===== src/hw/canrw_regs.svh =====
// Register offsets, field positions, reset values of the CAN RAM watchdog,
// timestamp and mask block. Assumes byte addresses decoded from haddr[7:0].
`ifndef CANRW_REGS_SVH
`define CANRW_REGS_SVH

// Register byte offsets.
`define CANRW_OFS_TEST 8'h10
`define CANRW_OFS_RWD 8'h14
`define CANRW_OFS_CCCTL 8'h18
`define CANRW_OFS_TSCC 8'h20
`define CANRW_OFS_TSCV 8'h24
`define CANRW_OFS_IRQ_STAT 8'h50
`define CANRW_OFS_IRQ_CLR 8'h54
`define CANRW_OFS_IRQ_EN 8'h58
`define CANRW_OFS_XIDAM 8'h90

// Field positions.
`define CANRW_LOOP_BIT 4
`define CANRW_TXCTL_LSB 5
`define CANRW_WD_START_LSB 0
`define CANRW_WD_COUNT_LSB 8
`define CANRW_INIT_BIT 0
`define CANRW_CFG_CHG_BIT 1
`define CANRW_TEST_BIT 7
`define CANRW_TS_SRC_LSB 0
`define CANRW_TS_PSC_LSB 16
`define CANRW_IRQ_WRAP_BIT 0
`define CANRW_IRQ_WDTO_BIT 1

// Reset values.
`define CANRW_XIDAM_RST 29'h1FFFFFFF
`define CANRW_INIT_RST 1'b1
`define CANRW_PIN_RST 1'b1

`endif


===== src/hw/canrw_pkg.sv =====
// Types shared by the CAN RAM watchdog, timestamp and mask block.
// Assumes nothing of its surroundings.
`default_nettype none

package canrw_pkg;
  // Transmit pin control in test operation; codes follow declaration order.
  typedef enum logic [1:0] {
    canrw_tx_core,
    canrw_tx_sample,
    canrw_tx_dominant,
    canrw_tx_recessive
  } canrw_txctl_e;

  // Timestamp source: held at zero, internal counter, external counter.
  typedef enum logic [1:0] {
    canrw_ts_zero,
    canrw_ts_int,
    canrw_ts_ext,
    canrw_ts_zero_alt
  } canrw_ts_src_e;

  // A 29-bit extended identifier.
  typedef logic [28:0] canrw_id_t;
endpackage : canrw_pkg

`default_nettype wire


===== src/hw/canrw_watchdog.sv =====
// Message RAM access watchdog down-counter.
// Assumes access_start and ram_ready are one-cycle pulses on clk.
`default_nettype none

module canrw_watchdog (
  input wire logic clk,
  input wire logic rst_b,
  input wire logic [7:0] start_value,
  input wire logic access_start,
  input wire logic ram_ready,
  output logic [7:0] count_now,
  output logic timeout
);

  // High while a RAM access waits for its ready.
  logic pending_reg;

  //////////////////////////////////////////////////////////////////////////////
  // Counter. It runs on the peripheral clock, never on a bit-time tick.
  // peripheral clock only
  always_ff @(posedge clk or negedge rst_b) begin
    if (!rst_b) begin
      count_now <= 8'h00;
    end else if (start_value == 8'h00) begin
      count_now <= 8'h00;
    end else if (access_start || ram_ready) begin
      count_now <= start_value;
    end else if (pending_reg && count_now != 8'h00) begin
      count_now <= count_now - 8'h01;
    end
  end

  // Pending flag. A new access wins over a ready in the same cycle.
  always_ff @(posedge clk or negedge rst_b) begin
    if (!rst_b) begin
      pending_reg <= 1'b0;
    end else if (start_value == 8'h00) begin
      pending_reg <= 1'b0;
    end else if (access_start) begin
      pending_reg <= 1'b1;
    end else if (ram_ready || count_now == 8'h00) begin
      pending_reg <= 1'b0;
    end
  end

  // Timeout pulse, one cycle, when the count runs out unanswered.
  // flag on expiry
  always_ff @(posedge clk or negedge rst_b) begin
    if (!rst_b) begin
      timeout <= 1'b0;
    end else begin
      timeout <= (start_value != 8'h00) && pending_reg && (count_now == 8'h00) &&
        !ram_ready && !access_start;
    end
  end
endmodule : canrw_watchdog

`default_nettype wire


===== src/hw/canrw_top.sv =====
// CAN controller support logic: RAM watchdog, timestamp, extended mask,
// transmit pin test control, interrupt status, AHB-Lite register slave.
// Assumes the CAN core, message RAM and timestamp source share clk.
`include "canrw_regs.svh"
`default_nettype none

module canrw_top (
  input wire logic clk,
  input wire logic rst_b,
  input wire logic hsel,
  input wire logic [31:0] haddr,
  input wire logic [1:0] htrans,
  input wire logic hwrite,
  input wire logic [2:0] hsize,
  input wire logic [31:0] hwdata,
  input wire logic hready,
  output logic hreadyout,
  output logic [31:0] hrdata,
  output logic hresp,
  output logic irq,
  input wire logic ram_access_start,
  input wire logic ram_ready,
  input wire logic bit_time_tick,
  input wire logic frame_start,
  input wire logic [15:0] ext_timestamp,
  output logic [15:0] captured_timestamp,
  input wire logic rx_id_valid,
  input wire logic [28:0] rx_ext_id,
  output logic masked_id_valid,
  output logic [28:0] masked_ext_id,
  input wire logic core_tx,
  output logic core_rx,
  output logic can_transmit_pin,
  input wire logic can_receive_pin,
  output logic loopback_enable
);

  //////////////////////////////////////////////////////////////////////////////
  // Register state.
  logic wr_pend_reg; // Write data phase follows.
  logic [7:0] wr_addr_reg; // Offset of the pending write.
  canrw_pkg::canrw_txctl_e txctl_reg; // Transmit pin control.
  logic [7:0] wd_start_reg; // Watchdog start value.
  logic init_reg; // Initialisation bit.
  logic cfg_chg_reg; // Configuration change enable.
  logic test_reg; // Test operation enable.
  canrw_pkg::canrw_ts_src_e ts_src_reg; // Timestamp source.
  logic [3:0] ts_psc_reg; // Timestamp prescale, N minus one.
  canrw_pkg::canrw_id_t mask_reg; // Extended identifier mask.
  logic [1:0] irq_en_reg; // Interrupt enables.
  logic [1:0] irq_stat_reg; // Sticky interrupt status.
  logic [31:0] rdata_next; // Read data for the address phase.
  logic rd_take; // Read taken this cycle.
  logic wr_take; // Write taken this cycle.

  // Timestamp and watchdog state.
  logic [15:0] ts_int_reg; // Internal timestamp counter.
  logic [3:0] psc_reg; // Bit-time prescaler.
  logic [15:0] ext_prev_reg; // External value one cycle back.
  logic [15:0] ts_now; // Timestamp as software sees it.
  logic ts_inc; // Internal counter steps this cycle.
  logic ts_wr; // Timestamp register written.
  logic ts_wrap; // Wrap event.
  logic [7:0] wd_count; // Live watchdog count.
  logic wd_timeout; // Watchdog expiry pulse.
  logic [1:0] rx_sync_reg; // Receive pin synchroniser.

  //////////////////////////////////////////////////////////////////////////////
  // AHB-Lite slave. Zero wait states, always OKAY; reads are registered
  // from the address phase, so a read returns state as of that edge.
  assign hreadyout = 1'b1;
  assign hresp = 1'b0;
  assign rd_take = hsel && hready && htrans[1] && !hwrite;
  assign wr_take = hsel && hready && htrans[1] && hwrite;

  // Capture write address; the data arrives one cycle later.
  always_ff @(posedge clk or negedge rst_b) begin
    if (!rst_b) begin
      wr_pend_reg <= 1'b0;
      wr_addr_reg <= 8'h00;
    end else if (hready) begin
      wr_pend_reg <= wr_take;
      wr_addr_reg <= haddr[7:0];
    end
  end

  // Read multiplexer; unmapped offsets read zero.
  always_comb begin
    rdata_next = 32'h00000000;
    case (haddr[7:0])
      `CANRW_OFS_TEST: begin
        rdata_next[`CANRW_LOOP_BIT] = loopback_enable;
        rdata_next[`CANRW_TXCTL_LSB +: 2] = txctl_reg;
      end
      `CANRW_OFS_RWD: begin
        rdata_next[`CANRW_WD_START_LSB +: 8] = wd_start_reg;
        rdata_next[`CANRW_WD_COUNT_LSB +: 8] = wd_count;
      end
      `CANRW_OFS_CCCTL: begin
        rdata_next[`CANRW_INIT_BIT] = init_reg;
        rdata_next[`CANRW_CFG_CHG_BIT] = cfg_chg_reg;
        rdata_next[`CANRW_TEST_BIT] = test_reg;
      end
      `CANRW_OFS_TSCC: begin
        rdata_next[`CANRW_TS_SRC_LSB +: 2] = ts_src_reg;
        rdata_next[`CANRW_TS_PSC_LSB +: 4] = ts_psc_reg;
      end
      `CANRW_OFS_TSCV: begin
        rdata_next[15:0] = ts_now;
      end
      `CANRW_OFS_IRQ_STAT: begin
        rdata_next[1:0] = irq_stat_reg;
      end
      `CANRW_OFS_IRQ_EN: begin
        rdata_next[1:0] = irq_en_reg;
      end
      `CANRW_OFS_XIDAM: begin
        rdata_next[28:0] = mask_reg;
      end
      default: begin
        rdata_next = 32'h00000000;
      end
    endcase
  end

  // Read data register; holds between reads.
  always_ff @(posedge clk or negedge rst_b) begin
    if (!rst_b) begin
      hrdata <= 32'h00000000;
    end else if (rd_take) begin
      hrdata <= rdata_next;
    end
  end

  //////////////////////////////////////////////////////////////////////////////
  // Test and control registers.
  // loop back reset
  always_ff @(posedge clk or negedge rst_b) begin
    if (!rst_b) begin
      loopback_enable <= 1'b0;
      txctl_reg <= canrw_pkg::canrw_tx_core;
    end else if (wr_pend_reg && wr_addr_reg == `CANRW_OFS_TEST) begin
      loopback_enable <= hwdata[`CANRW_LOOP_BIT];
      txctl_reg <= canrw_pkg::canrw_txctl_e'(hwdata[`CANRW_TXCTL_LSB +: 2]);
    end
  end

  // Initialisation, configuration change and test enables.
  always_ff @(posedge clk or negedge rst_b) begin
    if (!rst_b) begin
      init_reg <= `CANRW_INIT_RST;
      cfg_chg_reg <= 1'b0;
      test_reg <= 1'b0;
    end else if (wr_pend_reg && wr_addr_reg == `CANRW_OFS_CCCTL) begin
      init_reg <= hwdata[`CANRW_INIT_BIT];
      cfg_chg_reg <= hwdata[`CANRW_CFG_CHG_BIT];
      test_reg <= hwdata[`CANRW_TEST_BIT];
    end
  end

  // Watchdog start value; the count field is read-only.
  always_ff @(posedge clk or negedge rst_b) begin
    if (!rst_b) begin
      wd_start_reg <= 8'h00;
    end else if (wr_pend_reg && wr_addr_reg == `CANRW_OFS_RWD) begin
      wd_start_reg <= hwdata[`CANRW_WD_START_LSB +: 8];
    end
  end

  // Timestamp configuration.
  always_ff @(posedge clk or negedge rst_b) begin
    if (!rst_b) begin
      ts_src_reg <= canrw_pkg::canrw_ts_zero;
      ts_psc_reg <= 4'h0;
    end else if (wr_pend_reg && wr_addr_reg == `CANRW_OFS_TSCC) begin
      ts_src_reg <= canrw_pkg::canrw_ts_src_e'(hwdata[`CANRW_TS_SRC_LSB +: 2]);
      ts_psc_reg <= hwdata[`CANRW_TS_PSC_LSB +: 4];
    end
  end

  // Extended mask. Writes outside configuration are dropped silently,
  // which protects filters that are live on the bus.
  // reset all ones
  always_ff @(posedge clk or negedge rst_b) begin
    if (!rst_b) begin
      mask_reg <= `CANRW_XIDAM_RST;
    end else if (wr_pend_reg && wr_addr_reg == `CANRW_OFS_XIDAM && cfg_chg_reg && init_reg) begin
      mask_reg <= hwdata[28:0];
    end
  end

  //////////////////////////////////////////////////////////////////////////////
  // Transmit pin and loop back. The pin is registered, one cycle behind.
  // forced pin levels
  always_ff @(posedge clk or negedge rst_b) begin
    if (!rst_b) begin
      can_transmit_pin <= `CANRW_PIN_RST;
    end else if (test_reg && txctl_reg == canrw_pkg::canrw_tx_dominant) begin
      can_transmit_pin <= 1'b0;
    end else if (test_reg && txctl_reg == canrw_pkg::canrw_tx_recessive) begin
      can_transmit_pin <= 1'b1;
    end else begin
      can_transmit_pin <= core_tx;
    end
  end

  // Receive pin synchroniser, two flip-flops before any use.
  always_ff @(posedge clk or negedge rst_b) begin
    if (!rst_b) begin
      rx_sync_reg <= 2'b11;
    end else begin
      rx_sync_reg <= {rx_sync_reg[0], can_receive_pin};
    end
  end

  assign core_rx = loopback_enable ? core_tx : rx_sync_reg[1];

  //////////////////////////////////////////////////////////////////////////////
  // RAM watchdog.
  // shared peripheral clock
  canrw_watchdog u_watchdog (
    .clk(clk),
    .rst_b(rst_b),
    .start_value(wd_start_reg),
    .access_start(ram_access_start),
    .ram_ready(ram_ready),
    .count_now(wd_count),
    .timeout(wd_timeout)
  );

  //////////////////////////////////////////////////////////////////////////////
  // Timestamp.
  assign ts_wr = wr_pend_reg && wr_addr_reg == `CANRW_OFS_TSCV;
  assign ts_inc = ts_src_reg == canrw_pkg::canrw_ts_int && bit_time_tick && psc_reg == ts_psc_reg;

  always_comb begin
    case (ts_src_reg)
      canrw_pkg::canrw_ts_int: ts_now = ts_int_reg;
      canrw_pkg::canrw_ts_ext: ts_now = ext_timestamp;
      default: ts_now = 16'h0000;
    endcase
  end

  // Prescaler counts bit-time ticks, 1 to 16 per step.
  always_ff @(posedge clk or negedge rst_b) begin
    if (!rst_b) begin
      psc_reg <= 4'h0;
    end else if (ts_wr || ts_src_reg != canrw_pkg::canrw_ts_int || ts_inc) begin
      psc_reg <= 4'h0;
    end else if (bit_time_tick) begin
      psc_reg <= psc_reg + 4'h1;
    end
  end

  // Internal counter. A write clears it, whatever the data, unless the
  // external source is selected, when the write has no effect.
  always_ff @(posedge clk or negedge rst_b) begin
    if (!rst_b) begin
      ts_int_reg <= 16'h0000;
    end else if (ts_wr && ts_src_reg != canrw_pkg::canrw_ts_ext) begin
      ts_int_reg <= 16'h0000;
    end else if (ts_inc) begin
      ts_int_reg <= ts_int_reg + 16'h0001;
    end
  end

  // External value history for wrap detection.
  always_ff @(posedge clk or negedge rst_b) begin
    if (!rst_b) begin
      ext_prev_reg <= 16'h0000;
    end else begin
      ext_prev_reg <= ext_timestamp;
    end
  end

  assign ts_wrap = (ts_inc && ts_int_reg == 16'hFFFF && !ts_wr) ||
    (ts_src_reg == canrw_pkg::canrw_ts_ext && ext_prev_reg != 16'h0000 &&
    ext_timestamp == 16'h0000);

  always_ff @(posedge clk or negedge rst_b) begin
    if (!rst_b) begin
      captured_timestamp <= 16'h0000;
    end else if (frame_start) begin
      captured_timestamp <= ts_now;
    end
  end

  //////////////////////////////////////////////////////////////////////////////
  // Acceptance mask, one cycle of latency.
  // AND with identifier
  always_ff @(posedge clk or negedge rst_b) begin
    if (!rst_b) begin
      masked_id_valid <= 1'b0;
      masked_ext_id <= 29'h0;
    end else begin
      masked_id_valid <= rx_id_valid;
      if (rx_id_valid) begin
        masked_ext_id <= rx_ext_id & mask_reg;
      end
    end
  end

  //////////////////////////////////////////////////////////////////////////////
  // Interrupts. A set in the same cycle as its clear wins.
  always_ff @(posedge clk or negedge rst_b) begin
    if (!rst_b) begin
      irq_en_reg <= 2'b00;
    end else if (wr_pend_reg && wr_addr_reg == `CANRW_OFS_IRQ_EN) begin
      irq_en_reg <= hwdata[1:0];
    end
  end

  always_ff @(posedge clk or negedge rst_b) begin
    if (!rst_b) begin
      irq_stat_reg <= 2'b00;
    end else begin
      irq_stat_reg[`CANRW_IRQ_WRAP_BIT] <= ts_wrap || (irq_stat_reg[`CANRW_IRQ_WRAP_BIT] &&
        !(wr_pend_reg && wr_addr_reg == `CANRW_OFS_IRQ_CLR && hwdata[`CANRW_IRQ_WRAP_BIT]));
      irq_stat_reg[`CANRW_IRQ_WDTO_BIT] <= wd_timeout || (irq_stat_reg[`CANRW_IRQ_WDTO_BIT] &&
        !(wr_pend_reg && wr_addr_reg == `CANRW_OFS_IRQ_CLR && hwdata[`CANRW_IRQ_WDTO_BIT]));
    end
  end

  assign irq = |(irq_stat_reg & irq_en_reg);
endmodule : canrw_top

`default_nettype wire


===== config.mk =====
export PLATFORM = sky130hd
export DESIGN_NAME = canrw_top
export DESIGN_NICKNAME = d
export VERILOG_FILES = /design/src/hw/canrw_pkg.sv /design/src/hw/canrw_watchdog.sv /design/src/hw/canrw_top.sv
export VERILOG_INCLUDE_DIRS = /design/src /design/src/hw
export SDC_FILE = /design/constraint.sdc
export NUM_CORES = 1
export LEC_CHECK = 0
export BUFFER_PORTS_ARGS = -buffer_cell sky130_fd_sc_hd__buf_2
export CORE_AREA = 2 2 127 129
export CTS_CLUSTER_DIAMETER = 40
export DETAILED_ROUTE_END_ITERATION = 8
export DIE_AREA = 0 0 129 131
export GPL_TIMING_DRIVEN = 1
export PLACE_DENSITY = 0.91
export SETUP_SLACK_MARGIN = 0.02
export SKIP_LAST_GASP = 1
export SYNTH_ARGS = -nofsm -noshare
export SYNTH_HDL_FRONTEND = slang
export SYNTH_SLANG_ARGS = --single-unit

===== constraint.sdc =====
create_clock -name clk -period 5.92 [get_ports clk]
set_input_delay 1.184 -clock clk [delete_from_list [all_inputs] [get_ports clk]]
set_output_delay 1.184 -clock clk [all_outputs]
set_load 0.005 [all_outputs]

After elaboration in Yosys (flattened, before gate mapping)
Cells that the tools add are included.
W data, S select, Z words.
{ "word_totals": {"ff_bits": 186, "input_bits": 126, "out_inout_bits": 84, "wordCells": 131} }
{ "op_classes": {"n_addsub": 3, "n_eq_ne": 24, "muxes": 21, "bitwise": 2, "reduce_logical": 56} }
{ "op_table": {"columns": ["operator", "n"], "rows": [
  ["$eq A8 B5 Y1 const B", 6],
  ["$eq A8 B6 Y1 const B", 4],
  ["$eq A8 B7 Y1 const B", 4],
  ["$logic_and A1 B1 Y1", 32],
  ["$mux W16", 2],
  ["$pmux W16 S2", 1],
  ["$and A29 B29 Y29", 1],
  ["$mux W8", 3],
  ["$pmux W8 S3", 1],
  ["$add A16 B1 Y16 const B", 1],
  ["$eq A16 B16 Y1 const B", 1],
  ["$eq A8 B8 Y1 const B", 2],
  ["$logic_not A16 Y1", 1],
  ["$logic_not A8 Y1", 2],
  ["$reduce_bool A16 Y1", 1],
  ["$reduce_bool A8 Y1", 2],
  ["$pmux W2 S7", 1],
  ["$pmux W3 S4", 1],
  ["$mux W9", 1],
  ["$mux W4", 2],
  ["$pmux W4 S2", 1],
  ["$sub A8 B1 Y8 const B", 1],
  ["$logic_or A1 B1 Y1", 7],
  ["$eq A2 B2 Y1 const B", 3],
  ["13 further kinds", 25]
]} }

Longest topological paths before layout
Gate-level depths: netlist (run 1).
{ "depth": {"word_depth": 7, "ltp_mapped": 9, "mapped_depth_nobuf": 7} }

By module
A second synthesis (run 1) with hierarchy kept.
{ "hier_totals": {"cells_unflattened": 766, "area_unflattened_um2": 8604.5} }
{ "modules_own_cells": {"columns": ["module", "instances", "cells_per_inst", "area_each_um2", "seq_area_each_um2"], "rows": [
  ["canrw_top", 1, 697, 7938.9, 4445.5],
  ["canrw_watchdog", 1, 69, 665.6, 250.2]
]} }

Least setup slack after synthesis (run 1)
OpenSTA, ideal clock, no wires.
{ "synth_path": {"kind": "input -> register", "from": "in haddr[3]", "to": "reg hrdata[12]", "setup_time_ns": 0.083, "t_arrival_ns": 2.756, "required_time_ns": 5.837, "path_slack_ns": 3.081, "cell_stages": 8, "path_buffers": 4, "path_cell_list": "clkbuf_1 > nor4_1 > and3_1 > buf_2 > buf_2 > buf_2 > a21oi_1 > o21ai_0"} }
{ "synth_between": {"elab_chain_cells": 2, "word_cells_on_any_way": 4, "classes_between": "3 x eq/ne; 1 x mux"} }
{ "synth_lines": {"columns": ["item", "line", "source"], "rows": [
  ["start, declared", "canrw_top.sv:11", "input wire logic [31:0] haddr,"],
  ["$eq A8 B8 Y1, or another cell as far along", "canrw_top.sv:90", "case (haddr[7:0])"],
  ["$pmux W8 S3 (*)", "canrw_top.sv:90", null],
  ["end signal, assigned", "canrw_top.sv:131", "hrdata <= rdata_next;"],
  ["end, declared", "canrw_top.sv:18", "output logic [31:0] hrdata,"]
]} }
Every way passes the cells marked *; elsewhere a longest branch is shown, timed or not.
A chain may end at the register's enable or synchronous reset.

Worst setup path after layout (run 1)
{ "layout_path": {"from": "reg ts_src_reg[1]", "to": "reg ts_int_reg[14]"} }
{ "layout_between": {"elab_chain_cells": 4, "word_cells_on_any_way": 7, "classes_between": "2 x eq/ne; 1 x mux; 4 x reduce/logical"} }
{ "layout_lines": {"columns": ["item", "line", "source"], "rows": [
  ["start, declared", "canrw_top.sv:47", "canrw_pkg::canrw_ts_src_e ts_src_reg;"],
  ["start signal, assigned", "canrw_top.sv:173", "ts_src_reg <= canrw_pkg::canrw_ts_zero;"],
  ["start signal, assigned", "canrw_top.sv:176", "ts_src_reg <= canrw_pkg::canrw_ts_src_e'(hwdata[`CANRW_TS_SRC_LSB +: 2]);"],
  ["$eq A2 B1 Y1", "canrw_top.sv:234", "assign ts_inc = ts_src_reg == canrw_pkg::canrw_ts_int && bit_time_tick && psc_reg == ts_psc_reg;"],
  ["$logic_and A1 B1 Y1 (2 in series)", "canrw_top.sv:234", null],
  ["$reduce_bool A2 Y1 (no line)", null, null],
  ["end signal, assigned", "canrw_top.sv:263", "ts_int_reg <= ts_int_reg + 16'h0001;"],
  ["end, declared", "canrw_top.sv:57", "logic [15:0] ts_int_reg;"]
]} }
Parallel ways exist; a longest one is shown, timed or not.

==> insert_results.sql, run 1 <==
INSERT INTO impl_metrics (metric_group, metric, value, unit) VALUES
('detailed_routing', 'routed_wire_length_per_instance', '18.2', 'um'),
('grt', 'largest_net_degree_at_the_start_of_global_routing', '171', ''),
('sta', 'final.min_clock_period', '3.15', 'ns'),
('logic_synthesis', 'ys_seq_area_share', '56.3', '%'),
('clock_tree', 'cts.hold.buffers_added', '0', ''),
('logic_synthesis', 'synth_top_family_by_area', 'simple AND/OR/NAND/NOR gates', ''),
('die', 'full_die_area', '16900', 'um^2'),
('clock_tree', 'insertion_delay', '0.43', 'ns'),
('logic_synthesis', 'synth_largest_type_area_fraction', '45.9', '%'),
('die', 'x_dimension_of_the_die', '129', 'um'),
('logic_synthesis', 'postSynthRegisterBits', '186', ''),
('detailed_routing', 'initialDrtViolationCount', '627', ''),
('clock_tree', 'cts-root-to-sink-buffers', '2', ''),
('sta', 'hold_violations', '0', ''),
('sta', 'finalSetupViolations', '0', ''),
('logic_synthesis', 'synthesis.area_per_instance', '11.0', 'um^2'),
('sta', 'holdWs', '0.358', 'ns'),
('clock_tree', 'cts-buffers-inserted', '17', ''),
('cells_and_area', 'drive_gt1_share', '34.5', '%'),
('place', 'port-buffer-count', '173', ''),
('die', 'rows', '46', ''),
('logic_synthesis', 'post_synth_and_or_nand_nor_area_fraction', '13.4', '%'),
('place', 'place_congestion', '0.924', ''),
('die', 'initial_core_util', '53.4', '%'),
('grt', 'first_global_vias', '6473', ''),
('grt', 'grt_first_pass_wirelength', '32600', 'um'),
('grt', 'globalRouteOverflowTotal', '0', ''),
('grt', 'grt_antenna_before_repair', '0', ''),
('setup_path', 'critical_path.max_fanout', '18', ''),
('clock_tree', 'post-cts-setup-buffers', '0', ''),
('status', 'run_status', 'finished clean', ''),
('grt', 'grt.total_usage', '25.2', '%'),
('logic_synthesis', 'synth.area.top_cells', 'sky130_fd_sc_hd__dfrtp_1, sky130_fd_sc_hd__mux2_2, sky130_fd_sc_hd__dfstp_2, sky130_fd_sc_hd__o21ai_0, sky130_fd_sc_hd__nand2_1', ''),
('flow_run', 'timing.max_cap.violations', '0', ''),
('cells_and_area', 'synthToLayoutAreaGrowth', '19.3', '%'),
('logic_synthesis', 'postSynth.asyncResetShare', '100', '%'),
('place', 'detailedPlace.worstSlack', '2.62', 'ns'),
('setup_path', 'critical_path.startpoint_type', 'flip-flop', ''),
('detailed_routing', 'drc_violations', '0', ''),
('power', 'finalPower', '0.00278', 'W'),
('clock_tree', 'htree_levels', '4', ''),
('power', 'irDropWorstVdd', '210', 'uV'),
('sta', 'slew-limit-headroom', '34.0', '%'),
('logic_synthesis', 'synth_edf_count', '0', ''),
('detailed_routing', 'wirelength', '20800', 'um'),
('cells_and_area', 'finalNonFillerCells', '1146', ''),
('die', 'coreArea', '15600', 'um^2'),
('logic_synthesis', 'yosys.area.top_type', 'sky130_fd_sc_hd__dfrtp_1', ''),
('sta', 'tightest_slew', '0.986', 'ns'),
('clock_tree', 'ctsRootBufferMaster', 'sky130_fd_sc_hd__clkbuf_16', ''),
('power', 'power.density', '279', 'nW/um^2'),
('clock_tree', 'tritoncts_clock_tree', 'done', ''),
('cells_and_area', 'nets', '1050', ''),
('sta', 'grt_setup_unrepaired', 'no', ''),
('setup_path', 'reg2reg_slack', '2.77', 'ns'),
('die', 'fp.dieH', '131', 'um'),
('logic_synthesis', 'synthCells', '760', ''),
('power', 'p_leak', '4.60', 'nW'),
('logic_synthesis', 'post_synth_fa_ha_maj_area_fraction', '1.05', '%'),
('logic_synthesis', 'syn-cell-area', '8340', 'um^2'),
('sta', 'post-route-worst-setup-slack', '2.77', 'ns'),
('setup_path', 'worstPathArrival', '3.51', 'ns'),
('detailed_routing', 'via_count', '6659', ''),
('setup_path', 'cp.required', '6.28', 'ns'),
('logic_synthesis', 'compound_cell_area_share_of_the_yosys_netlist', '12.6', '%'),
('clock_tree', 'cts-resized-gates', '0', ''),
('detailed_routing', 'post_detailed_route_count_of_antenna_violating_nets', '0', ''),
('setup_path', 'worstSetupEndpointType', 'flip-flop', ''),
('sta', 'drv_slew', '0', ''),
('place', 'dp_hpwl', '14700', 'um'),
('logic_synthesis', 'post_synth_mux_area_share', '10.9', '%');
cell usage after synthesis, drive strengths merged (3+ instances only):
master / instances
o21ai: 71
clkbuf: 32
a22oi: 24
nor2b: 6
and2: 7
inv: 44
xnor2: 7
buf: 10
mux2: 78
ha: 7
a211oi: 7
nand2: 55
and3: 7
xor2: 7
dfstp: 33
nor4: 12
nand3: 40
dfrtp: 153
a222oi: 3
or3: 8
a31oi: 3
nor2: 35
or4b: 3
or4: 5
o31ai: 6
nor3: 10
nand4b: 3
mux2i: 3
a21oi: 29
nor4b: 4
nand4: 10
a22o: 16
cell usage in the layout, fill, tap and decap left out, types with 5 or more instances in the layout:
cell type                   instances
sky130_fd_sc_hd__nand4_1           10
sky130_fd_sc_hd__nand2_1           55
sky130_fd_sc_hd__ha_1               7
sky130_fd_sc_hd__conb_1             5
sky130_fd_sc_hd__a22o_1            16
sky130_fd_sc_hd__dfstp_2           33
sky130_fd_sc_hd__a21oi_1           29
sky130_fd_sc_hd__dfrtp_1          153
sky130_fd_sc_hd__inv_1             44
sky130_fd_sc_hd__buf_2            172
sky130_fd_sc_hd__nor4_1            12
sky130_fd_sc_hd__nor2_1            35
sky130_fd_sc_hd__nor2b_1            6
sky130_fd_sc_hd__and2_1             7
sky130_fd_sc_hd__xnor2_1            7
sky130_fd_sc_hd__clkbuf_16         17
sky130_fd_sc_hd__nor3_1            10
sky130_fd_sc_hd__or3_1              8
sky130_fd_sc_hd__mux2_2            78
sky130_fd_sc_hd__or4_1              5
sky130_fd_sc_hd__o31ai_1            6
sky130_fd_sc_hd__a211oi_1           7
sky130_fd_sc_hd__a22oi_1           24
sky130_fd_sc_hd__o21ai_0           71
sky130_fd_sc_hd__xor2_1             7
sky130_fd_sc_hd__nand3_1           40
sky130_fd_sc_hd__and3_1             7
layout make-up:
type                    count  area [um^2]  area share, %
well taps                 216          270           2.72
clock buffers              21          450           4.53
repair buffers            177          915           9.19
multi-input cells         491         3300           33.2
inverters                  44          165           1.66
clock inverters            11          148           1.48
flip-flops and latches    186         4700           47.2
worst max-delay path, stage by stage (launching register included):
cell and delay [ns]:
sky130_fd_sc_hd__dfrtp_1 0.43, sky130_fd_sc_hd__inv_1 0.08, sky130_fd_sc_hd__ha_1 0.61, sky130_fd_sc_hd__nand2_1 0.14, sky130_fd_sc_hd__a2111oi_2 0.57, sky130_fd_sc_hd__nand4_1 0.46
sky130_fd_sc_hd__or4_1 0.63, sky130_fd_sc_hd__a21oi_1 0.15
path summary, 6_finish.rpt:
kind | cells after the start | endpoint | start
hold / removal | 0 | rx_sync_reg[1] | rx_sync_reg[0]
setup / recovery | 7 | ts_int_reg[14] | ts_src_reg[1]
setup reg to reg | 7 | ts_int_reg[14] | ts_src_reg[1]
max in group asynchronous | 2 | ts_int_reg[6] | rst_b
min in group asynchronous | 1 | ext_prev_reg[15] | rst_b
hold reg to reg | 0 | rx_sync_reg[1] | rx_sync_reg[0]
power by group:
group          internal (W)  switching, W  leakage, nW
Clock              0.000676      0.000475        0.280
Sequential          0.00134     0.0000476         2.37
Combinational      0.000103      0.000138         1.96
routing by layer:
metal,up-vias,routed length [um],share of wire [%],global-route usage [%]
li1,3035,-,-,-
met5,-,0,0,0
met3,68,1520,7.3,5.42
met2,338,9790,47,40.8
met1,3218,8570,41,31.6
met4,0,933,4.5,14.8
cell families after synthesis:
| family | count (synthesis) |
|---|---|
| adders and majority gates | 7 |
| and+or+nand+nor | 216 |
| DFF | 186 |
| AOI/OAI and AO/OA | 168 |
| muxes | 81 |
| other | 2 |
| buffers and inverters | 86 |
| xor gates and xnor gates | 14 |
per-stage QoR:
stage	utilization [%]	area, um^2
after global routing	63.8	9950
after detailed placement	59.9	9350
after floorplan	-	8350
after global placement	59.9	9350
after CTS	63.8	9950
final	63.8	9950
No activity file was read; power rests on OpenSTA's default activity.
==> run 2, diff against run 1 <==
- CORE_AREA: 2 2 127 129 -> 2 2 135 137
- DIE_AREA: 0 0 129 131 -> 0 0 137 139
- PLACE_DENSITY: 0.91 -> 0.85
- clock period: 5.92 -> 2.75 ns (I/O delays scaled with it)
==> insert_results.sql, run 2 (same netlist as run 1, synthesis figures left out) <==
INSERT INTO impl_metrics (metric_group, metric, value, unit) VALUES
('status', 'run_status', 'finished clean', ''),
('grt', 'first_global_vias', '6503', ''),
('setup_path', 'cp.required', '3.11', 'ns'),
('setup_path', 'critPathKind', 'flip-flop to flip-flop', ''),
('detailed_routing', 'via_count', '6600', ''),
('cells_and_area', 'nets', '1072', ''),
('grt', 'grt_first_pass_wirelength', '33900', 'um'),
('power', 'power.share.combinational', '8.9', '%'),
('flow_run', 'timing.max_cap.violations', '0', ''),
('sta', 'final.min_clock_period', '2.32', 'ns'),
('setup_path', 'regToRegStartpoint', 'ts_src_reg[1]', ''),
('die', 'rows', '49', ''),
('clock_tree', 'cts.reportedPaths.clkPinSlew', '0.07', 'ns'),
('sta', 'tightest_slew', '0.825', 'ns'),
('power', 'seqPwrFrac', '49.4', '%'),
('power', 'power_switching', '0.00151', 'W'),
('cells_and_area', 'synthToLayoutAreaGrowth', '21.8', '%'),
('setup_path', 'critical_path.startpoint_type', 'flip-flop', ''),
('cells_and_area', 'final_common_cell', 'sky130_fd_sc_hd__buf_2', ''),
('detailed_routing', 'met3_wirelength', '1490', 'um'),
('grt', 'globalRouteOverflowTotal', '0', ''),
('clock_tree', 'cts_num_sinks', '186', ''),
('grt', 'largest_net_degree_at_the_start_of_global_routing', '65', ''),
('place', 'place_congestion', '0.924', ''),
('sta', 'maxClockFrequency', '0.431', 'GHz'),
('detailed_routing', 'viasPerCell', '5.59', ''),
('cells_and_area', 'drive_gt1_share', '36.3', '%'),
('cells_and_area', 'insertedDiodeCount', '0', ''),
('hold_path', 'hp-class', 'input pin to asynchronous set/reset pin', ''),
('power', 'clock_power_share', '41.7', '%'),
('detailed_routing', 'detailed_routing_iterations_pass_1', '5', ''),
('clock_tree', 'ctsRootBufferMaster', 'sky130_fd_sc_hd__clkbuf_16', ''),
('sta', 'holdWs', '0.0986', 'ns'),
('sta', 'grt_setup_unrepaired', 'no', ''),
('setup_path', 'worst_setup_path_endpoint', 'ts_int_reg[6]', ''),
('die', 'full_die_area', '19000', 'um^2'),
('clock_tree', 'cts.hold.buffers_added', '0', ''),
('clock_tree', 'cts-buffers-inserted', '17', ''),
('detailed_routing', 'drc_violations', '0', ''),
('die', 'io-pin-count', '210', ''),
('die', 'x_dimension_of_the_die', '137', 'um'),
('setup_path', 'worstPathArrival', '2.68', 'ns'),
('grt', 'grt.total_usage', '23.0', '%'),
('cells_and_area', 'filler_cells_inserted', '1495', ''),
('place', 'dp_hpwl', '15600', 'um'),
('grt', 'grt_antenna_before_repair', '0', ''),
('sta', 'drv_slew', '0', ''),
('cells_and_area', 'stdcell_area', '10200', 'um^2'),
('detailed_routing', 'post_detailed_route_count_of_antenna_violating_nets', '0', ''),
('detailed_routing', 'length_of_routed_met2_wiring', '10400', 'um'),
('clock_tree', 'tritoncts_clock_tree', 'done', ''),
('die', 'fp.dieH', '139', 'um'),
('sta', 'setup-tns-final', '0', 'ns'),
('power', 'intPower', '0.00454', 'W'),
('clock_tree', 'htree_levels', '4', ''),
('detailed_routing', 'wl_met1', '9010', 'um'),
('cells_and_area', 'most_frequent_cells_in_the_layout', 'sky130_fd_sc_hd__buf_2, sky130_fd_sc_hd__dfrtp_1, sky130_fd_sc_hd__mux2_2', ''),
('power', 'netSwitchingFraction', '25.0', '%'),
('clock_tree', 'cts-root-to-sink-buffers', '2', ''),
('clock_tree', 'insertion_delay', '0.44', 'ns'),
('setup_path', 'reg2reg_slack', '0.43', 'ns'),
('detailed_routing', 'initialDrtViolationCount', '568', ''),
('die', 'coreArea', '17700', 'um^2'),
('setup_path', 'worstRegToRegCells', '7', ''),
('detailed_routing', 'route.top_layer_used', 'met4', ''),
('sta', 'finalSetupViolations', '0', ''),
('setup_path', 'critical_path.max_fanout', '5', ''),
('power', 'irDropWorstVdd', '487', 'uV'),
('detailed_routing', 'wirelength', '21500', 'um'),
('sta', 'final_min_period_over_clock_period', '84.3', '%'),
('die', 'initial_core_util', '47.2', '%'),
('detailed_routing', 'routed_wire_length_per_instance', '18.2', 'um'),
('setup_path', 'cp-startpoint', 'ts_src_reg[1]', ''),
('sta', 'hold_violations', '0', ''),
('sta', 'skew_final', '0.0121', 'ns'),
('place', 'detailed_place.area', '9520', 'um^2'),
('clock_tree', 'cts-resized-gates', '0', ''),
('power', 'power.density', '596', 'nW/um^2'),
('setup_path', 'worstSetupEndpointType', 'flip-flop', ''),
('sta', 'slew-limit-headroom', '44.8', '%'),
('setup_path', 'worstReg2RegEnd', 'ts_int_reg[6]', ''),
('place', 'port-buffer-count', '173', ''),
('power', 'p_leak', '4.74', 'nW');
==> run 2: worst min-delay path by stage <==
| stage | from | end | slack [ns] |
|---|---|---|---|
| 3_5_place_dp | rx_sync_reg[0] | rx_sync_reg[1] | 0.35 |
| 5_1_grt | rst_b | ts_int_reg[8] | 0.13 |
| 2_1_floorplan | rst_b | captured_timestamp[0] | 0.25 |
| 4_1_cts | rst_b | ts_int_reg[8] | 0.11 |
| 3_3_place_gp | rx_sync_reg[0] | rx_sync_reg[1] | 0.35 |
| 6_report | rst_b | ext_prev_reg[10] | 0.1 |
==> run 2: per-stage QoR <==
stage,cells,setup slack [ns],total power (W),utilization [%]
2_1_floorplan,763,0.475,0.00327,-
3_3_place_gp,1146,0.239,0.00355,53.9
3_5_place_dp,1146,0.154,0.00357,53.9
4_1_cts,1178,0.181,0.00609,57.4
5_1_grt,1181,0.271,0.00629,57.5
6_report,1181,0.431,0.00605,57.5
==> run 2: what timing repair did <==
item                                    CTS  global route
endpoints found under the setup margin    0             1
hold endpoints to repair                  0             0
buffers inserted                          0             3
==> run 2: power groups by stage <==
stage                     clock, W  combinational (W)  sequential, W
after floorplan                  0           0.000258        0.00301
after global placement           0           0.000523        0.00303
after detailed placement         0           0.000538        0.00304
after CTS                  0.00256           0.000540        0.00299
after global routing       0.00268           0.000600        0.00301
final                      0.00252           0.000538        0.00299
==> run 2: final cells by class <==
class | instances | area (um^2) | share of cell area, %
clock buffers | 19 | 453 | 4.46
multi-input cells | 491 | 3300 | 32.5
inverters | 44 | 165 | 1.63
clock inverters | 13 | 155 | 1.53
repair buffers | 199 | 1090 | 10.8
well taps | 229 | 287 | 2.82
flip-flops and latches | 186 | 4700 | 46.3
==> run 2: critical path: stages, from the launching register on <==
cell and delay [ns]:
sky130_fd_sc_hd__dfrtp_1 0.43, sky130_fd_sc_hd__inv_1 0.08, sky130_fd_sc_hd__ha_1 0.16, sky130_fd_sc_hd__nand2_1 0.07
sky130_fd_sc_hd__a2111oi_2 0.52, sky130_fd_sc_hd__nand3_1 0.25, sky130_fd_sc_hd__or4_1 0.57, sky130_fd_sc_hd__a21oi_1 0.17
==> run 2: metal layers <==
layer	track usage (%)	vias up
li1	-	3075
met3	5.26	37
met1	29.7	3221
met5	0	-
met2	37.5	267
met4	9.28	0
==> run 3, diff against run 2 <==
- ABC_AREA: default -> 1
- CORE_AREA: 2 2 135 137 -> 2 2 132 134
- DIE_AREA: 0 0 137 139 -> 0 0 134 136
- PLACE_DENSITY: 0.85 -> 0.89
- clock period: 2.75 -> 2.45 ns (I/O delays scaled with it)
==> insert_results.sql, run 3 <==
INSERT INTO impl_metrics (metric_group, metric, value, unit) VALUES
('cells_and_area', 'nets', '1396', ''),
('place', 'post-place-cells', '1469', ''),
('clock_tree', 'cts-resized-gates', '0', ''),
('cells_and_area', 'drive_gt1_share', '21.6', '%'),
('cells_and_area', 'insertedDiodeCount', '0', ''),
('setup_path', 'critical-path-top-delay-family', 'adder cells', ''),
('sta', 'drv_slew', '0', ''),
('cells_and_area', 'synthToLayoutAreaGrowth', '18.9', '%'),
('logic_synthesis', 'synth_edf_count', '0', ''),
('sta', 'maxClockFrequency', '0.502', 'GHz'),
('clock_tree', 'cts.hold.buffers_added', '0', ''),
('power', 'power.density', '635', 'nW/um^2'),
('logic_synthesis', 'yosys.area.top_type', 'sky130_fd_sc_hd__dfrtp_1', ''),
('die', 'x_dimension_of_the_die', '134', 'um'),
('power', 'irDropWorstVdd', '521', 'uV'),
('place', 'detailed_place.area', '9950', 'um^2'),
('detailed_routing', 'drc_violations', '0', ''),
('die', 'initial_core_util', '52.5', '%'),
('grt', 'grt.total_usage', '26.2', '%'),
('setup_path', 'crit_path_max_incr_delay', '0.53', 'ns'),
('setup_path', 'cp.required', '2.82', 'ns'),
('clock_tree', 'cts.reportedPaths.clkPinSlew', '0.07', 'ns'),
('grt', 'globalRouteOverflowTotal', '0', ''),
('clock_tree', 'cts_num_sinks', '186', ''),
('power', 'finalPower', '0.00670', 'W'),
('clock_tree', 'ctsRootBufferMaster', 'sky130_fd_sc_hd__clkbuf_16', ''),
('clock_tree', 'htree_levels', '4', ''),
('setup_path', 'critical_path.slowest_cell', 'sky130_fd_sc_hd__ha_1', ''),
('sta', 'skew_final', '0.00802', 'ns'),
('sta', 'slew-limit-headroom', '56.3', '%'),
('logic_synthesis', 'synthesis.area_per_instance', '8.07', 'um^2'),
('logic_synthesis', 'most_instantiated_cells_after_synthesis', 'sky130_fd_sc_hd__nand2_1, sky130_fd_sc_hd__dfrtp_1, sky130_fd_sc_hd__nand3_1, sky130_fd_sc_hd__inv_1, sky130_fd_sc_hd__o21ai_0', ''),
('setup_path', 'timing.critical_path.buf_inv', '1', ''),
('power', 'p_leak', '5.62', 'nW'),
('cells_and_area', 'filler_cells_inserted', '1399', ''),
('cells_and_area', 'seq_area', '4700', 'um^2'),
('logic_synthesis', 'ys_seq_area_share', '53.0', '%'),
('place', 'place_congestion', '0.947', ''),
('power', 'netSwitchingFraction', '25.1', '%'),
('logic_synthesis', 'yosys.cell_count.top_type', 'sky130_fd_sc_hd__nand2_1', ''),
('place', 'dp_hpwl', '16700', 'um'),
('power', 'power.share.combinational', '8.9', '%'),
('sta', 'setup-tns-final', '0', 'ns'),
('place', 'port-buffer-count', '173', ''),
('cells_and_area', 'stdcell_area', '10500', 'um^2'),
('setup_path', 'cell_mode_on_critical_path', 'sky130_fd_sc_hd__nand2_1', ''),
('setup_path', 'critPathKind', 'flip-flop to flip-flop', ''),
('power', 'intPower', '0.00501', 'W'),
('setup_path', 'crit_chain', 'inv_1, ha_1, nand2_1, a21oi_1, nand2_1, nand2_1, o21ai_0, nand2_1', ''),
('cells_and_area', 'finalNonFillerCells', '1501', ''),
('detailed_routing', 'initialDrtViolationCount', '873', ''),
('logic_synthesis', 'syn-cell-area', '8870', 'um^2'),
('detailed_routing', 'wirelength', '22800', 'um'),
('power', 'seqPwrFrac', '49.9', '%'),
('die', 'fp.dieH', '136', 'um'),
('sta', 'final_min_period_over_clock_period', '81.3', '%'),
('clock_tree', 'cts-root-to-sink-buffers', '2', ''),
('sta', 'grt_setup_unrepaired', 'no', ''),
('detailed_routing', 'detailed_routing_iterations_pass_1', '5', ''),
('sta', 'tightest_slew', '0.656', 'ns'),
('die', 'rows', '48', ''),
('sta', 'holdWs', '-0.0123', 'ns'),
('logic_synthesis', 'synth_largest_type_area_fraction', '43.2', '%'),
('logic_synthesis', 'synthCells', '1099', ''),
('clock_tree', 'post-cts-setup-buffers', '0', ''),
('sta', 'finalSetupViolations', '0', ''),
('logic_synthesis', 'netlist-cell-type-count', '44', ''),
('grt', 'grt_antenna_before_repair', '0', ''),
('die', 'coreArea', '16900', 'um^2'),
('status', 'failed_checks', 'hold timing', ''),
('clock_tree', 'tritoncts_clock_tree', 'done', ''),
('clock_tree', 'cts-buffers-inserted', '17', ''),
('hold_path', 'hp-class', 'input pin to asynchronous set/reset pin', ''),
('setup_path', 'critical_path.max_fanout', '16', ''),
('grt', 'first_global_vias', '7550', ''),
('setup_path', 'worstSetupEndpointType', 'flip-flop', ''),
('logic_synthesis', 'synth.area.top_cells', 'sky130_fd_sc_hd__dfrtp_1, sky130_fd_sc_hd__nand2_1, sky130_fd_sc_hd__dfstp_2, sky130_fd_sc_hd__nand3_1, sky130_fd_sc_hd__o21ai_0', ''),
('cells_and_area', 'multi_input_area', '3500', 'um^2'),
('cells_and_area', 'most_frequent_cells_in_the_layout', 'sky130_fd_sc_hd__nand2_1, sky130_fd_sc_hd__buf_2, sky130_fd_sc_hd__dfrtp_1', ''),
('grt', 'grt_first_pass_wirelength', '37600', 'um'),
('setup_path', 'critical_path.startpoint_type', 'flip-flop', ''),
('detailed_routing', 'via_count', '7976', ''),
('setup_path', 'worstPathArrival', '2.36', 'ns'),
('detailed_routing', 'routed_wire_length_per_instance', '15.2', 'um'),
('detailed_routing', 'viasPerCell', '5.31', ''),
('flow_run', 'timing.max_cap.violations', '0', ''),
('clock_tree', 'insertion_delay', '0.44', 'ns'),
('sta', 'hold_violations', '11', ''),
('logic_synthesis', 'dominantRegCellSynth', 'sky130_fd_sc_hd__dfrtp_1', ''),
('sta', 'final.min_clock_period', '1.99', 'ns'),
('logic_synthesis', 'postSynth.asyncResetShare', '100', '%'),
('cells_and_area', 'final_common_cell', 'sky130_fd_sc_hd__nand2_1', ''),
('logic_synthesis', 'postSynthRegisterBits', '186', ''),
('grt', 'largest_net_degree_at_the_start_of_global_routing', '59', ''),
('die', 'full_die_area', '18200', 'um^2'),
('detailed_routing', 'post_detailed_route_count_of_antenna_violating_nets', '0', ''),
('power', 'clock_power_share', '41.2', '%'),
('power', 'power_switching', '0.00168', 'W'),
('logic_synthesis', 'synth_warn', '0', ''),
('die', 'io-pin-count', '210', ''),
('status', 'run_status', 'finished, violations left', '');
-- run 3: power groups by stage --
stage / registers [W] / clock network [W] / logic, W
final: 0.00334 / 0.00276 / 0.000596
after global routing: 0.00336 / 0.00293 / 0.000684
after CTS: 0.00334 / 0.00279 / 0.000600
after detailed placement: 0.00339 / 0 / 0.000598
after global placement: 0.00339 / 0 / 0.000576
after floorplan: 0.00338 / 0 / 0.000288
-- run 3: area by class of cell --
| cell class | instances | area share [%] |
|---|---|---|
| inverter | 116 | 4.13 |
| multi-input combinational | 752 | 33.2 |
| tap | 225 | 2.67 |
| clock inverter | 12 | 1.34 |
| timing repair buffer | 190 | 9.84 |
| clock buffer | 20 | 4.24 |
| sequential | 186 | 44.5 |
-- run 3: metrics by stage --
stage               utilization [%]  setup slack, ns
detailed placement             59.0            0.489
global placement               59.0            0.538
global route                   62.5            0.327
finish                         62.5            0.458
floorplan                         -            0.845
CTS                            62.5            0.461
-- run 3: worst paths after layout --
| check | startpoint | endpoint | slack (ns) | cells after the start |
|---|---|---|---|---|
| worst max-delay path | ts_src_reg[0] | hrdata[5] | 0.46 | 8 |
| worst min-delay path | rst_b | captured_timestamp[9] | -0.01 | 1 |
| worst max register to register | ts_src_reg[0] | hrdata[5] | 0.46 | 8 |
| worst min register to register | rx_sync_reg[0] | rx_sync_reg[1] | 0.36 | 0 |
| max in group asynchronous | rst_b | mask_reg[0] | 1.71 | 2 |
| min in group clk | can_receive_pin | rx_sync_reg[0] | 0.15 | 1 |
-- run 3: kinds of logic (layout without fill, tap and decap cells) --
group | after synthesis | count (layout) | share of synthesized area (%)
other | 2 | 5 | 0.0847
XOR/XNOR | 6 | 6 | 0.593
AND/OR/NAND/NOR | 574 | 574 | 27.9
AO/OA/AOI/OAI | 158 | 158 | 9.57
multiplexers | 2 | 2 | 0.240
adder cells (fa/ha/maj) | 7 | 7 | 0.988
buffers and inverters | 164 | 338 | 7.68
flip-flops | 186 | 186 | 53.0
-- run 3: layer usage --
layer | GRT usage, % | routed length (um) | vias to the layer above
met5 | 0 | 0 | -
met1 | 35.7 | 9820 | 3752
li1 | - | - | 3868
met3 | 5.15 | 1540 | 40
met2 | 42.3 | 10900 | 316
met4 | 8.45 | 500 | 0
